==> config.mk <==
export PLATFORM = sky130hd
export DESIGN_NAME = risc14_instruction_decode
export DESIGN_NICKNAME = d
export VERILOG_FILES = /design/src/risc14_pkg.sv /design/src/phase_gen.sv /design/src/risc14_alu.sv /design/src/risc14_instruction_decode.sv
export SDC_FILE = /design/constraint.sdc
export NUM_CORES = 1
export LEC_CHECK = 0
export BUFFER_PORTS_ARGS = -buffer_cell sky130_fd_sc_hd__buf_4
export CAP_MARGIN = 20
export CORE_AREA = 4 4 129 131
export CTS_CLUSTER_DIAMETER = 120
export DETAILED_ROUTE_END_ITERATION = 8
export DIE_AREA = 0 0 133 135
export GPL_ROUTABILITY_DRIVEN = 0
export PLACE_DENSITY = 0.67
export SLEW_MARGIN = 10
export SYNTH_ARGS = -nofsm -noshare
export SYNTH_HDL_FRONTEND = slang
export SYNTH_HIERARCHICAL = 1
export SYNTH_SLANG_ARGS = --single-unit
==> constraint.sdc <==
create_clock -name clk -period 12.5 [get_ports clk]
set_clock_uncertainty 0.15 [all_clocks]
set_input_delay 1.25 -clock clk [delete_from_list [all_inputs] [get_ports clk]]
set_output_delay 1.25 -clock clk [all_outputs]
set_load 0.05 [all_outputs]
==> src/risc14_pkg.sv <==
// Shared constants, types and decode functions for the 14-bit instruction decoder.
package risc14_pkg;
  // ==========================================================================
  // Widths and timing
  localparam int WORD_W = 14;
  localparam int PC_W = 15;
  localparam int F_W = 7;
  localparam logic [3:0] PHASE_RST = 4'h1;
  localparam logic [PC_W-1:0] PC_RST = 15'h0000;
  localparam logic [PC_W-1:0] PC_ONE = 15'h0001;
  localparam logic [WORD_W-1:0] INSTR_RST = 14'h0000;
  localparam logic [5:0] IND_PAGE = 6'h00;
  // ==========================================================================
  // Operation codes, byte and literal formats (bits 13..8)
  localparam logic [5:0] OP_MOVWF = 6'h00;
  localparam logic [5:0] OP_CLRF = 6'h01;
  localparam logic [5:0] OP_SUBWF = 6'h02;
  localparam logic [5:0] OP_DECF = 6'h03;
  localparam logic [5:0] OP_IORWF = 6'h04;
  localparam logic [5:0] OP_ANDWF = 6'h05;
  localparam logic [5:0] OP_XORWF = 6'h06;
  localparam logic [5:0] OP_ADDWF = 6'h07;
  localparam logic [5:0] OP_MOVF = 6'h08;
  localparam logic [5:0] OP_COMF = 6'h09;
  localparam logic [5:0] OP_INCF = 6'h0a;
  localparam logic [5:0] OP_DECSZ = 6'h0b;
  localparam logic [5:0] OP_SWAPF = 6'h0e;
  localparam logic [5:0] OP_INCSZ = 6'h0f;
  localparam logic [5:0] OP_MOVLW = 6'h30;
  localparam logic [5:0] OP_RETLIT = 6'h34;
  localparam logic [5:0] OP_IORLW = 6'h38;
  localparam logic [5:0] OP_ANDLW = 6'h39;
  localparam logic [5:0] OP_XORLW = 6'h3a;
  localparam logic [5:0] OP_SUBLW = 6'h3c;
  localparam logic [5:0] OP_ADDLW = 6'h3e;
  // Other formats.
  localparam logic [1:0] GRP_BIT = 2'h1;
  localparam logic [1:0] GRP_BYTE = 2'h0;
  localparam logic [2:0] OP_CALL = 3'h4;
  localparam logic [2:0] OP_JUMP = 3'h5;
  localparam logic [4:0] OP_BRANCH = 5'h19;
  localparam logic [6:0] OP_PTRADD = 7'h62;
  localparam logic [6:0] SUB_RET = 7'h08;
  localparam logic [6:0] SUB_INTRET = 7'h09;
  localparam logic [6:0] SUB_CALLACC = 7'h0a;
  localparam logic [6:0] SUB_BRACC = 7'h0b;
  // ==========================================================================
  // Types
  typedef enum logic [2:0] {S_EXEC = 3'b001, S_FLUSH = 3'b010, S_STALL = 3'b100} state_t;
  typedef enum logic [3:0] {C_NOP, C_BYTE, C_SKIPF, C_BITW, C_BITSKIP, C_LIT, C_RETURN_WITH_LITERAL,
    C_ABSOLUTE_JUMP, C_CALL, C_BRA, C_BRW, C_CALL_VIA_ACCUMULATOR, C_RET, C_INTERRUPT_RETURN, C_PTRADD} class_t;
  typedef enum logic [3:0] {A_ADD, A_SUB, A_AND, A_OR, A_XOR, A_CLR, A_COM, A_DEC,
    A_INC, A_MOV, A_MOVW, A_SWAP, A_BCLR, A_BSET} alu_op_t;
  // ==========================================================================
  // Decode functions
  function automatic class_t word_class(input logic [WORD_W-1:0] w);
    class_t c;
    c = C_NOP;
    if (w[13:11] == OP_CALL) c = C_CALL;
    else if (w[13:11] == OP_JUMP) c = C_ABSOLUTE_JUMP;
    else if (w[13:9] == OP_BRANCH) c = C_BRA;
    else if (w[13:8] == OP_RETLIT) c = C_RETURN_WITH_LITERAL;
    else if (w[13:7] == OP_PTRADD) c = C_PTRADD;
    else if (w[13:8] inside {OP_MOVLW, OP_IORLW, OP_ANDLW, OP_XORLW, OP_SUBLW, OP_ADDLW})
      c = C_LIT;
    else if (w[13:12] == GRP_BIT) c = w[11] ? C_BITSKIP : C_BITW;
    else if (w[13:12] == GRP_BYTE) begin
      if (w[13:8] inside {OP_DECSZ, OP_INCSZ}) c = C_SKIPF;
      else if (w[13:8] != OP_MOVWF || w[7]) c = C_BYTE;
      else if (w[6:0] == SUB_RET) c = C_RET;
      else if (w[6:0] == SUB_INTRET) c = C_INTERRUPT_RETURN;
      else if (w[6:0] == SUB_CALLACC) c = C_CALL_VIA_ACCUMULATOR;
      else if (w[6:0] == SUB_BRACC) c = C_BRW;
    end
    return c;
  endfunction

  function automatic alu_op_t word_op(input logic [WORD_W-1:0] w);
    alu_op_t o;
    o = A_MOV;
    if (w[13:12] == GRP_BIT) o = w[10] ? A_BSET : A_BCLR;
    else begin
      case (w[13:8])
        OP_MOVWF: o = A_MOVW;
        OP_CLRF: o = A_CLR;
        OP_SUBWF, OP_SUBLW: o = A_SUB;
        OP_DECF, OP_DECSZ: o = A_DEC;
        OP_IORWF, OP_IORLW: o = A_OR;
        OP_ANDWF, OP_ANDLW: o = A_AND;
        OP_XORWF, OP_XORLW: o = A_XOR;
        OP_ADDWF, OP_ADDLW: o = A_ADD;
        OP_COMF: o = A_COM;
        OP_INCF, OP_INCSZ: o = A_INC;
        OP_SWAPF: o = A_SWAP;
        default: o = A_MOV;
      endcase
    end
    return o;
  endfunction
endpackage

==> src/phase_gen.sv <==
// Four-phase sequencer that splits each instruction cycle into oscillator clocks.
`timescale 1ns/1ps
`default_nettype none
module phase_gen (
  // Clock and reset
  input wire logic clk,
  input wire logic arst_n,
  // One-hot phase, bit 0 is the first clock of a cycle
  output logic [3:0] phase
);
  import risc14_pkg::*;

  // ==========================================================================
  // Phase ring
  always_ff @(posedge clk or negedge arst_n) begin
    if (!arst_n) begin
      phase <= PHASE_RST;
    end else begin
      phase <= {phase[2:0], phase[3]};
    end
  end
endmodule
`default_nettype wire

==> src/risc14_alu.sv <==
// Byte arithmetic and logic unit used for the modify step.
`timescale 1ns/1ps
`default_nettype none
module risc14_alu (
  // Operands
  input wire risc14_pkg::alu_op_t op,
  input wire logic [7:0] a,
  input wire logic [7:0] w,
  input wire logic [2:0] bit_idx,
  // Result
  output logic [7:0] result,
  output logic zero
);
  import risc14_pkg::*;

  // ==========================================================================
  // Operation select
  always_comb begin
    unique case (op)
      A_ADD: result = a + w;
      A_SUB: result = a - w;
      A_AND: result = a & w;
      A_OR: result = a | w;
      A_XOR: result = a ^ w;
      A_CLR: result = 8'h00;
      A_COM: result = ~a;
      A_DEC: result = a - 8'h01;
      A_INC: result = a + 8'h01;
      A_MOV: result = a;
      A_MOVW: result = w;
      A_SWAP: result = {a[3:0], a[7:4]};
      A_BCLR: result = a & ~(8'h01 << bit_idx);
      A_BSET: result = a | (8'h01 << bit_idx);
      default: result = a;
    endcase
    zero = (result == 8'h00);
  end
endmodule
`default_nettype wire

==> src/risc14_instruction_decode.sv <==
// Instruction fetch, decode and read-modify-write sequencing for a 14-bit word core.
`timescale 1ns/1ps
`default_nettype none
module risc14_instruction_decode (
  // Clock and reset
  input wire logic clk,
  input wire logic arst_n,
  // Program memory, combinational read of prog_addr
  output logic [risc14_pkg::PC_W-1:0] prog_addr,
  input wire logic [risc14_pkg::WORD_W-1:0] prog_word,
  // File registers
  output logic [risc14_pkg::F_W-1:0] file_addr,
  output logic file_rd_en,
  input wire logic [7:0] file_rd_data,
  output logic file_wr_en,
  output logic [7:0] file_wr_data,
  input wire logic [1:0] ptr_in_prog,
  // Pointer adjust
  output logic ptr_add_en,
  output logic ptr_num,
  output logic [5:0] ptr_offset,
  // Return stack
  output logic stack_push,
  output logic stack_pop,
  output logic [risc14_pkg::PC_W-1:0] push_addr,
  input wire logic [risc14_pkg::PC_W-1:0] stack_top,
  output logic int_return,
  // Working register
  output logic [7:0] acc
);
  import risc14_pkg::*;

  // ==========================================================================
  // Decode
  logic [3:0] phase;
  state_t st;
  logic [WORD_W-1:0] instr;
  class_t cls;
  alu_op_t op;
  logic [7:0] operand;
  logic [7:0] alu_a;
  logic [7:0] result;
  logic res_zero;
  logic extra_done;
  logic skip_hit;
  logic uses_file;
  logic needs_extra;
  logic start_stall;
  logic bit_val;
  logic skip_cond;
  logic taken;
  logic dest_file;
  logic [PC_W-1:0] next_pc;

  phase_gen u_phase (
    .clk(clk),
    .arst_n(arst_n),
    .phase(phase)
  );

  assign cls = word_class(instr);
  assign op = word_op(instr);
  assign uses_file = cls inside {C_BYTE, C_SKIPF, C_BITW, C_BITSKIP};
  // The low address bit names which pointer the indirect register uses.
  assign needs_extra = uses_file && (instr[6:1] == IND_PAGE) && ptr_in_prog[instr[0]];
  assign start_stall = phase[0] && (st == S_EXEC) && needs_extra && !extra_done;
  assign alu_a = uses_file ? operand : instr[7:0];
  assign bit_val = operand[instr[9:7]];
  assign skip_cond = (cls == C_SKIPF) ? res_zero : (instr[10] ? bit_val : !bit_val);
  assign dest_file = (cls == C_BITW) || ((cls inside {C_BYTE, C_SKIPF}) && instr[7]);
  assign taken = skip_hit || (cls inside {C_ABSOLUTE_JUMP, C_CALL, C_BRA, C_BRW, C_CALL_VIA_ACCUMULATOR,
    C_RET, C_RETURN_WITH_LITERAL, C_INTERRUPT_RETURN});

  risc14_alu u_alu (
    .op(op),
    .a(alu_a),
    .w(acc),
    .bit_idx(instr[9:7]),
    .result(result),
    .zero(res_zero)
  );

  // ==========================================================================
  // Next program address
  always_comb begin
    unique case (cls)
      C_ABSOLUTE_JUMP, C_CALL: next_pc = {prog_addr[PC_W-1:11], instr[10:0]};
      C_BRA: next_pc = prog_addr + {{(PC_W-9){instr[8]}}, instr[8:0]};
      C_BRW: next_pc = prog_addr + {{(PC_W-8){1'b0}}, acc};
      C_CALL_VIA_ACCUMULATOR: next_pc = {prog_addr[PC_W-1:8], acc};
      C_RET, C_RETURN_WITH_LITERAL, C_INTERRUPT_RETURN: next_pc = stack_top;
      default: next_pc = prog_addr + PC_ONE;
    endcase
  end

  // ==========================================================================
  // Cycle sequencer
  // A taken flow change still loads the prefetched word; the flush cycle throws it away.
  always_ff @(posedge clk or negedge arst_n) begin
    if (!arst_n) begin
      st <= S_FLUSH;
      prog_addr <= PC_RST;
      instr <= INSTR_RST;
      extra_done <= 1'b0;
    end else if (start_stall) begin
      st <= S_STALL;
    end else if (phase[3]) begin
      unique case (st)
        S_FLUSH: begin
          instr <= prog_word;
          prog_addr <= prog_addr + PC_ONE;
          st <= S_EXEC;
        end
        S_STALL: begin
          extra_done <= 1'b1;
          st <= S_EXEC;
        end
        S_EXEC: begin
          extra_done <= 1'b0;
          instr <= prog_word;
          prog_addr <= next_pc;
          st <= taken ? S_FLUSH : S_EXEC;
        end
        default: st <= S_FLUSH;
      endcase
    end
  end

  // ==========================================================================
  // Skip decision
  always_ff @(posedge clk or negedge arst_n) begin
    if (!arst_n) begin
      skip_hit <= 1'b0;
    end else if (phase[2]) begin
      skip_hit <= (cls inside {C_SKIPF, C_BITSKIP}) && skip_cond;
    end
  end

  // ==========================================================================
  // File register read-modify-write
  // Write-only instructions still read first, so reads with side effects always happen.
  always_ff @(posedge clk or negedge arst_n) begin
    if (!arst_n) begin
      file_addr <= 7'h00;
      file_rd_en <= 1'b0;
      file_wr_en <= 1'b0;
      file_wr_data <= 8'h00;
      operand <= 8'h00;
    end else begin
      if (phase[0] && st == S_EXEC && !start_stall && uses_file) begin
        file_addr <= instr[6:0];
        file_rd_en <= 1'b1;
      end
      if (phase[1]) begin
        file_rd_en <= 1'b0;
        operand <= file_rd_data;
      end
      if (phase[2] && st == S_EXEC && dest_file) begin
        file_wr_en <= 1'b1;
        file_wr_data <= result;
      end
      if (phase[3]) begin
        file_wr_en <= 1'b0;
      end
    end
  end

  // ==========================================================================
  // Working register
  always_ff @(posedge clk or negedge arst_n) begin
    if (!arst_n) begin
      acc <= 8'h00;
    end else if (phase[2] && st == S_EXEC) begin
      if ((cls inside {C_BYTE, C_SKIPF}) && !instr[7]) begin
        acc <= result;
      end else if (cls inside {C_LIT, C_RETURN_WITH_LITERAL}) begin
        acc <= result;
      end
    end
  end

  // ==========================================================================
  // Stack and pointer strobes
  always_ff @(posedge clk or negedge arst_n) begin
    if (!arst_n) begin
      stack_push <= 1'b0;
      stack_pop <= 1'b0;
      push_addr <= PC_RST;
      int_return <= 1'b0;
      ptr_add_en <= 1'b0;
      ptr_num <= 1'b0;
      ptr_offset <= 6'h00;
    end else begin
      stack_push <= 1'b0;
      stack_pop <= 1'b0;
      int_return <= 1'b0;
      ptr_add_en <= 1'b0;
      if (phase[3] && st == S_EXEC) begin
        if (cls inside {C_CALL, C_CALL_VIA_ACCUMULATOR}) begin
          stack_push <= 1'b1;
          push_addr <= prog_addr;
        end
        if (cls inside {C_RET, C_RETURN_WITH_LITERAL, C_INTERRUPT_RETURN}) begin
          stack_pop <= 1'b1;
        end
        int_return <= (cls == C_INTERRUPT_RETURN);
      end
      if (phase[2] && st == S_EXEC && cls == C_PTRADD) begin
        ptr_add_en <= 1'b1;
        ptr_num <= instr[6];
        ptr_offset <= instr[5:0];
      end
    end
  end
endmodule
`default_nettype wire

# Word level (Yosys, flattened, before mapping)
# Memory sizes are Yosys's and may differ from the RTL's.
# Index checks and enable logic that the tools add are counted.
# word_totals
latch_bits	0
out_inout_bits	66
n_memories	1
word_cells	185
input_bits	41
ram_bits	0
regBits	97
romBits	256
# op_classes
eq_ne	49
n_lt_le_gt_ge	2
n_reduce_logical	52
shifts	1
div	0
multipliers	0
add_sub_neg	7
muxes	44
bitwise_logic	8
# memory_table
memory	depth	width	read_ports	rd_clocked_by_memory_dff	write_ports	line_no	source
(no name shown)	64	4	1	0	0	risc14_pkg.sv:83	case (w[13:8])
# op_table
op	count
case mux 8 bit (13 select lines)	1
case mux 15 bit (5 select lines)	1
2-to-1 mux 4 bit	15
== test 4 bit (second input constant)	12
== test 6 bit (second input constant)	7
== test 4 x 3 -> 1 bit (second input constant)	8
case mux 15 bit (2 select lines)	1
== test 7 x 4 -> 1 bit (second input constant)	4
2-to-1 mux 8 bit	3
nonzero test 2 bit	11
AND 8 bit	2
== test 4 x 2 -> 1 bit (second input constant)	4
2-to-1 mux 1 bit	16
NOT 8 bit	2
OR 8 bit	2
adder 15 x 1 -> 15 bit (second input constant)	1
adder 15 bit	1
adder 15 x 8 -> 15 bit	1
logical AND 1 bit	14
== test 6 x 4 -> 1 bit (second input constant)	2
nonzero test 6 bit	2
== test 3 bit (second input constant)	3
2-to-1 mux 3 bit	3
AND reduction 3 bit	3
other kinds (34)	44

# Depth between registers and ports, before layout
# depth
depth_word	26
ltp_mapped	24
mapped_depth_nobuf	22

# Cells and area by module
# The synthesis kept the hierarchy.
# modules_own_cells
module	area_each_um2	instances	cells_each	seq_area_each_um2
risc14_instruction_decode	5850.6	1	581	2328.5
risc14_alu	1695.4	1	259	0.0
phase_gen	101.3	1	4	101.3

# Least setup slack after synthesis
# OpenSTA, ideal clock, no wires.
# synth_timing
kind	reg2reg
start	register instr[8]
end	register skip_hit
synth_period_minus_slack_ns	4.869
arrival_time_ns	4.595
setup_time_ns	0.124
n_path_buf	2
stages_incl_launch_ff	22
required_ns	12.226
path_slack_ns	7.631
path_cell_list	dfrtp_1 clkinv_1 ha_1 buf_2 nand2b_1 o311ai_2 o21ai_1 or3_4 a21o_1 buf_4 mux2_2 ha_1 fa_1 a21o_1 a21oi_1 o21ai_0 xnor2_1 o22ai_1 nor2_1 and4_1 a32oi_1 a21oi_1
# synth_between
elab_chain_cells	20
elab_cells_between_ends	66
classes_between	4 x add/sub; 26 x eq/ne; 1 x shift; 17 x mux; 7 x bitwise; 10 x reduce/logical; 1 x memory
# synth_rtl
element	line_no	source
start, declared	risc14_instruction_decode.sv:37	logic [WORD_W-1:0] instr;
start signal, assigned	risc14_instruction_decode.sv:110	instr <= prog_word;
start signal, assigned	risc14_instruction_decode.sv:120	instr <= prog_word;
nonzero test 6 bit	risc14_pkg.sv:69	else if (w[13:8] != OP_MOVWF || w[7]) c = C_BYTE;
logical OR 1 bit	risc14_pkg.sv:69	
2-to-1 mux 4 bit	risc14_pkg.sv:69	
2-to-1 mux 4 bit	risc14_pkg.sv:68	if (w[13:8] inside {OP_DECSZ, OP_INCSZ}) c = C_SKIPF;
2-to-1 mux 4 bit	risc14_pkg.sv:67	else if (w[13:12] == GRP_BYTE) begin
2-to-1 mux 4 bit	risc14_pkg.sv:66	else if (w[13:12] == GRP_BIT) c = w[11] ? C_BITSKIP : C_BITW;
2-to-1 mux 4 bit	risc14_pkg.sv:64	else if (w[13:8] inside {OP_MOVLW, OP_IORLW, OP_ANDLW, OP_XORLW, OP_SUBLW, OP_ADDLW})
2-to-1 mux 4 bit	risc14_pkg.sv:63	else if (w[13:7] == OP_PTRADD) c = C_PTRADD;
(+7 left out)	-	
via alu_a[0]	risc14_instruction_decode.sv:41	logic [7:0] alu_a;
adder 8 x 1 -> 8 bit (tied with other cells)	risc14_alu.sv:28	A_INC: result = a + 8'h01;
case mux 8 bit (13 select lines) *	risc14_alu.sv:19	unique case (op)
via result[6]	risc14_instruction_decode.sv:42	logic [7:0] result;
zero test 8 bit *	risc14_alu.sv:36	zero = (result == 8'h00);
via res_zero	risc14_instruction_decode.sv:43	logic res_zero;
2-to-1 mux 1 bit *	risc14_instruction_decode.sv:69	assign skip_cond = (cls == C_SKIPF) ? res_zero : (instr[10] ? bit_val : !bit_val);
logical AND 1 bit *	risc14_instruction_decode.sv:135	skip_hit <= (cls inside {C_SKIPF, C_BITSKIP}) && skip_cond;
end signal, assigned	risc14_instruction_decode.sv:135	
end, declared	risc14_instruction_decode.sv:45	logic skip_hit;
# The timed path passes the listed nets; every way through them passes the cells marked *. The select of a mux whose other input is x is not followed.
# A chain may end at the register's enable or synchronous reset.

# Final worst setup path
# Ends and elaborated chain as after synthesis.

==> flow_summary.json <==
{
  "crit_end": "skip_hit",
  "vdd_drop_max_v": 0.00006800,
  "dp_hpwl_mm": 16.27,
  "crit_arrival_ps": 6230,
  "power_frac_comb": 0.188,
  "worst_pin_slew_ps": 1068,
  "netlist_area_mm2": 0.007647,
  "startpoint_type": "flip-flop",
  "rsz0062_at_grt": "no",
  "min_path_type": "reg2reg",
  "clockRootBuffer": "clkbuf_16",
  "drv_slew": 0,
  "switching_share": 0.3187,
  "drt-initial-drc-count": 790,
  "cts.path.max_buffers": 2,
  "finalPower_mw": 0.7598,
  "cts_tree": "built",
  "critical_path.endpoint_type": "flip-flop",
  "dieArea_mm2": 0.01796,
  "grt_usage": 0.2530,
  "setup_viol": 0,
  "htree_num_levels": 3,
  "hold_violations": 0,
  "postRouteAntennaNets": 0,
  "r2r_end": "skip_hit",
  "reg2reg_depth": 19,
  "initial_core_util": 0.4903,
  "post_drt_wl_per_cell_um": 19.76,
  "outcome": "complete, no violations",
  "portBuffers": 106,
  "grt_max_degree": 57,
  "synthesis.nets": 916,
  "relSlewSlack": 0.2848,
  "path_class": "reg2reg",
  "clkSinkCount": 97,
  "syn_area_per_cell_um2": 9.061,
  "vias": 7099,
  "fmax_mhz": 162.9,
  "switching_power_mw": 0.2421,
  "rows": 46,
  "ys_seq_elements": 97,
  "synthCells": 844,
  "drc_errors": 0,
  "path_max_fanout": 18,
  "period_share": 0.4911,
  "leakage_nw": 3.943,
  "clkTransAtPathRegs_ps": 80,
  "layout-drive-gt1-share": 0.2410,
  "yosysSeqAreaShare": 0.3177,
  "n_fill_cell": 1470,
  "grt_overflow": 0,
  "core_mm2": 0.01560,
  "crit_required_ps": 12590,
  "clk_latency_ps": 360,
  "setup_tns_ps": 0,
  "wl_mm": 22.47,
  "area_delta_synth_final_pct": 15.17,
  "timing.rr.start": "instr[8]",
  "synth_edf_count": 0,
  "synth-warning-count": 6,
  "post_cts_buffers": 0,
  "r2r_slack_ps": 6360,
  "min_period_ps": 6139,
  "diodes": 0,
  "cts-hold-fix-buffers": 0,
  "grt_pass1_vias": 6640,
  "cts_buffers": 9,
  "die_x_um": 133,
  "seq_power_share": 0.430,
  "worstSetupStartpoint": "instr[8]",
  "cts_resized": 0,
  "ys.flop_type": "dfrtp_1",
  "io_pins": 107,
  "cap_violations": 0,
  "power_frac_clock": 0.382,
  "finalNetCount": 988,
  "power_per_cell_area_mw_per_mm2": 86.27,
  "grt_pass1_wl_mm": 36.50,
  "dr.pass1.iters": 6,
  "p_int_mw": 0.5177,
  "holdWs_ps": 266.8,
  "antenna_found_initial": 0,
  "die_h_um": 135,
  "ys_async_sr_fraction": 1.000,
  "ys_types": 93,
  "vias_per_cell": 6.244
}
cell type report:
class / instances / area [um2] / share of cell area
clock buffer: 9 / 225.2 / 0.02557
clock inverter: 7 / 93.84 / 0.01065
multi-input combinational: 663 / 4812 / 0.5464
tap: 216 / 270.3 / 0.03069
timing repair buffer: 115 / 863.3 / 0.09803
sequential: 97 / 2430 / 0.2759
inverter: 30 / 112.6 / 0.01279
state kept, by name, summed over array words and instances, names as in the netlist:
name           flops
st                 3
file_wr_en         1
instr             14
prog_addr         15
int_return         1
extra_done         1
skip_hit           1
operand            8
ptr_num            1
file_wr_data       8
push_addr         15
file_rd_en         1
stack_push         1
u_phase/phase      4
acc                8
ptr_offset         6
ptr_add_en         1
stack_pop          1
file_addr          7
synth_stat cells (9+ instances only):
library cell  instances  area share
nand4_1               9      0.0074
nor2_1               50       0.025
a21o_1               14       0.014
mux2_2               54       0.080
ha_1                 29       0.047
nand2_1              58       0.028
o21ai_0              48       0.031
nor3b_1              10      0.0098
nand3_1              22       0.014
xnor2_1              11       0.013
a31oi_1              15       0.012
o21a_1                9      0.0088
a22oi_1               9      0.0088
a21oi_1              58       0.038
o31ai_1               9      0.0088
inv_1                29       0.014
and3_1                9      0.0074
a211oi_1              9      0.0088
nor3_1               28       0.018
dfrtp_1              95        0.31
nor2b_1              12      0.0098
nand2b_1             12      0.0098
clkbuf_1             18      0.0088
buf_2                21       0.014
placed cells by master, fill, tap and decap left out, types with 8 or more instances in the layout:
cell type	instances
nor3_1	28
nand3_1	22
nor3b_1	10
nand2b_1	12
o22ai_1	8
buf_4	115
a21oi_1	57
nor2b_1	12
a21o_1	14
nand4_1	9
a22oi_1	9
o21a_1	9
dfrtp_1	95
inv_1	29
o21ai_0	47
nand2_1	58
xnor2_1	11
o21ai_1	8
a211oi_1	9
ha_1	29
mux2_2	54
o31ai_1	9
o211ai_1	8
and3_1	9
nor2_1	50
or3_1	8
a31oi_1	15
mux2_1	8
and2_1	8
clkbuf_16	9
how the worst min path moves through the flow:
stage / slack, ps / cells past startpoint / from / to
after floorplan: 200 / 0 / u_phase/phase[1] / u_phase/phase[2]
after global placement: 250 / 0 / u_phase/phase[0] / u_phase/phase[1]
after detailed placement: 250 / 0 / u_phase/phase[0] / u_phase/phase[1]
after CTS: 270 / 0 / u_phase/phase[0] / u_phase/phase[1]
after global routing: 270 / 0 / u_phase/phase[0] / u_phase/phase[1]
final: 270 / 0 / u_phase/phase[0] / u_phase/phase[1]
power groups by stage:
stage	Combinational [mW]	Clock [mW]	Sequential, mW
floorplan	0.106	0	0.324
global placement	0.140	0	0.333
detailed placement	0.139	0	0.333
CTS	0.140	0.297	0.327
global route	0.157	0.312	0.328
finish	0.143	0.290	0.327
kinds of logic after synthesis:
| logic type | synth area share |
|---|---|
| AOI/OAI and AO/OA | 0.2417 |
| xor gates and xnor gates | 0.02062 |
| adders and majority gates | 0.05268 |
| buffers and inverters | 0.05399 |
| DFF | 0.3177 |
| muxes | 0.1201 |
| and+or+nand+nor | 0.1932 |
worst max-delay path, stage by stage (launching register included):
cell and delay, ps:
dfrtp_1 780, clkinv_1 480, ha_1 460, nor4b_1 200
and4_1 290, a21o_1 200, nor3_1 350, a21o_1 490
mux2_2 460, ha_1 270, fa_1 420, a21o_1 180
a21oi_1 210, o21ai_0 140, xnor2_1 140, o22ai_1 200
nor2_1 80, and4_1 240, a32oi_1 180, a21oi_1 90
routing by layer:
layer	up-vias	share of wire	track usage
met5	-	0	0
met1	3384	0.45	0.3589
met2	337	0.46	0.3925
li1	3343	-	-
met4	0	0.023	0.08314
met3	35	0.073	0.04620
stage by stage:
| step | std cells | setup slack, ps | instance area [um2] | util |
|---|---|---|---|---|
| after floorplan | 844 | 7631 | 7647 | - |
| after global placement | 1121 | 6674 | 8488 | 0.5442 |
| after detailed placement | 1121 | 6459 | 8488 | 0.5442 |
| after CTS | 1137 | 6420 | 8807 | 0.5647 |
| after global routing | 1137 | 5985 | 8807 | 0.5647 |
| final | 1137 | 6361 | 8807 | 0.5647 |
No activity file was read; power rests on OpenSTA's default activity.
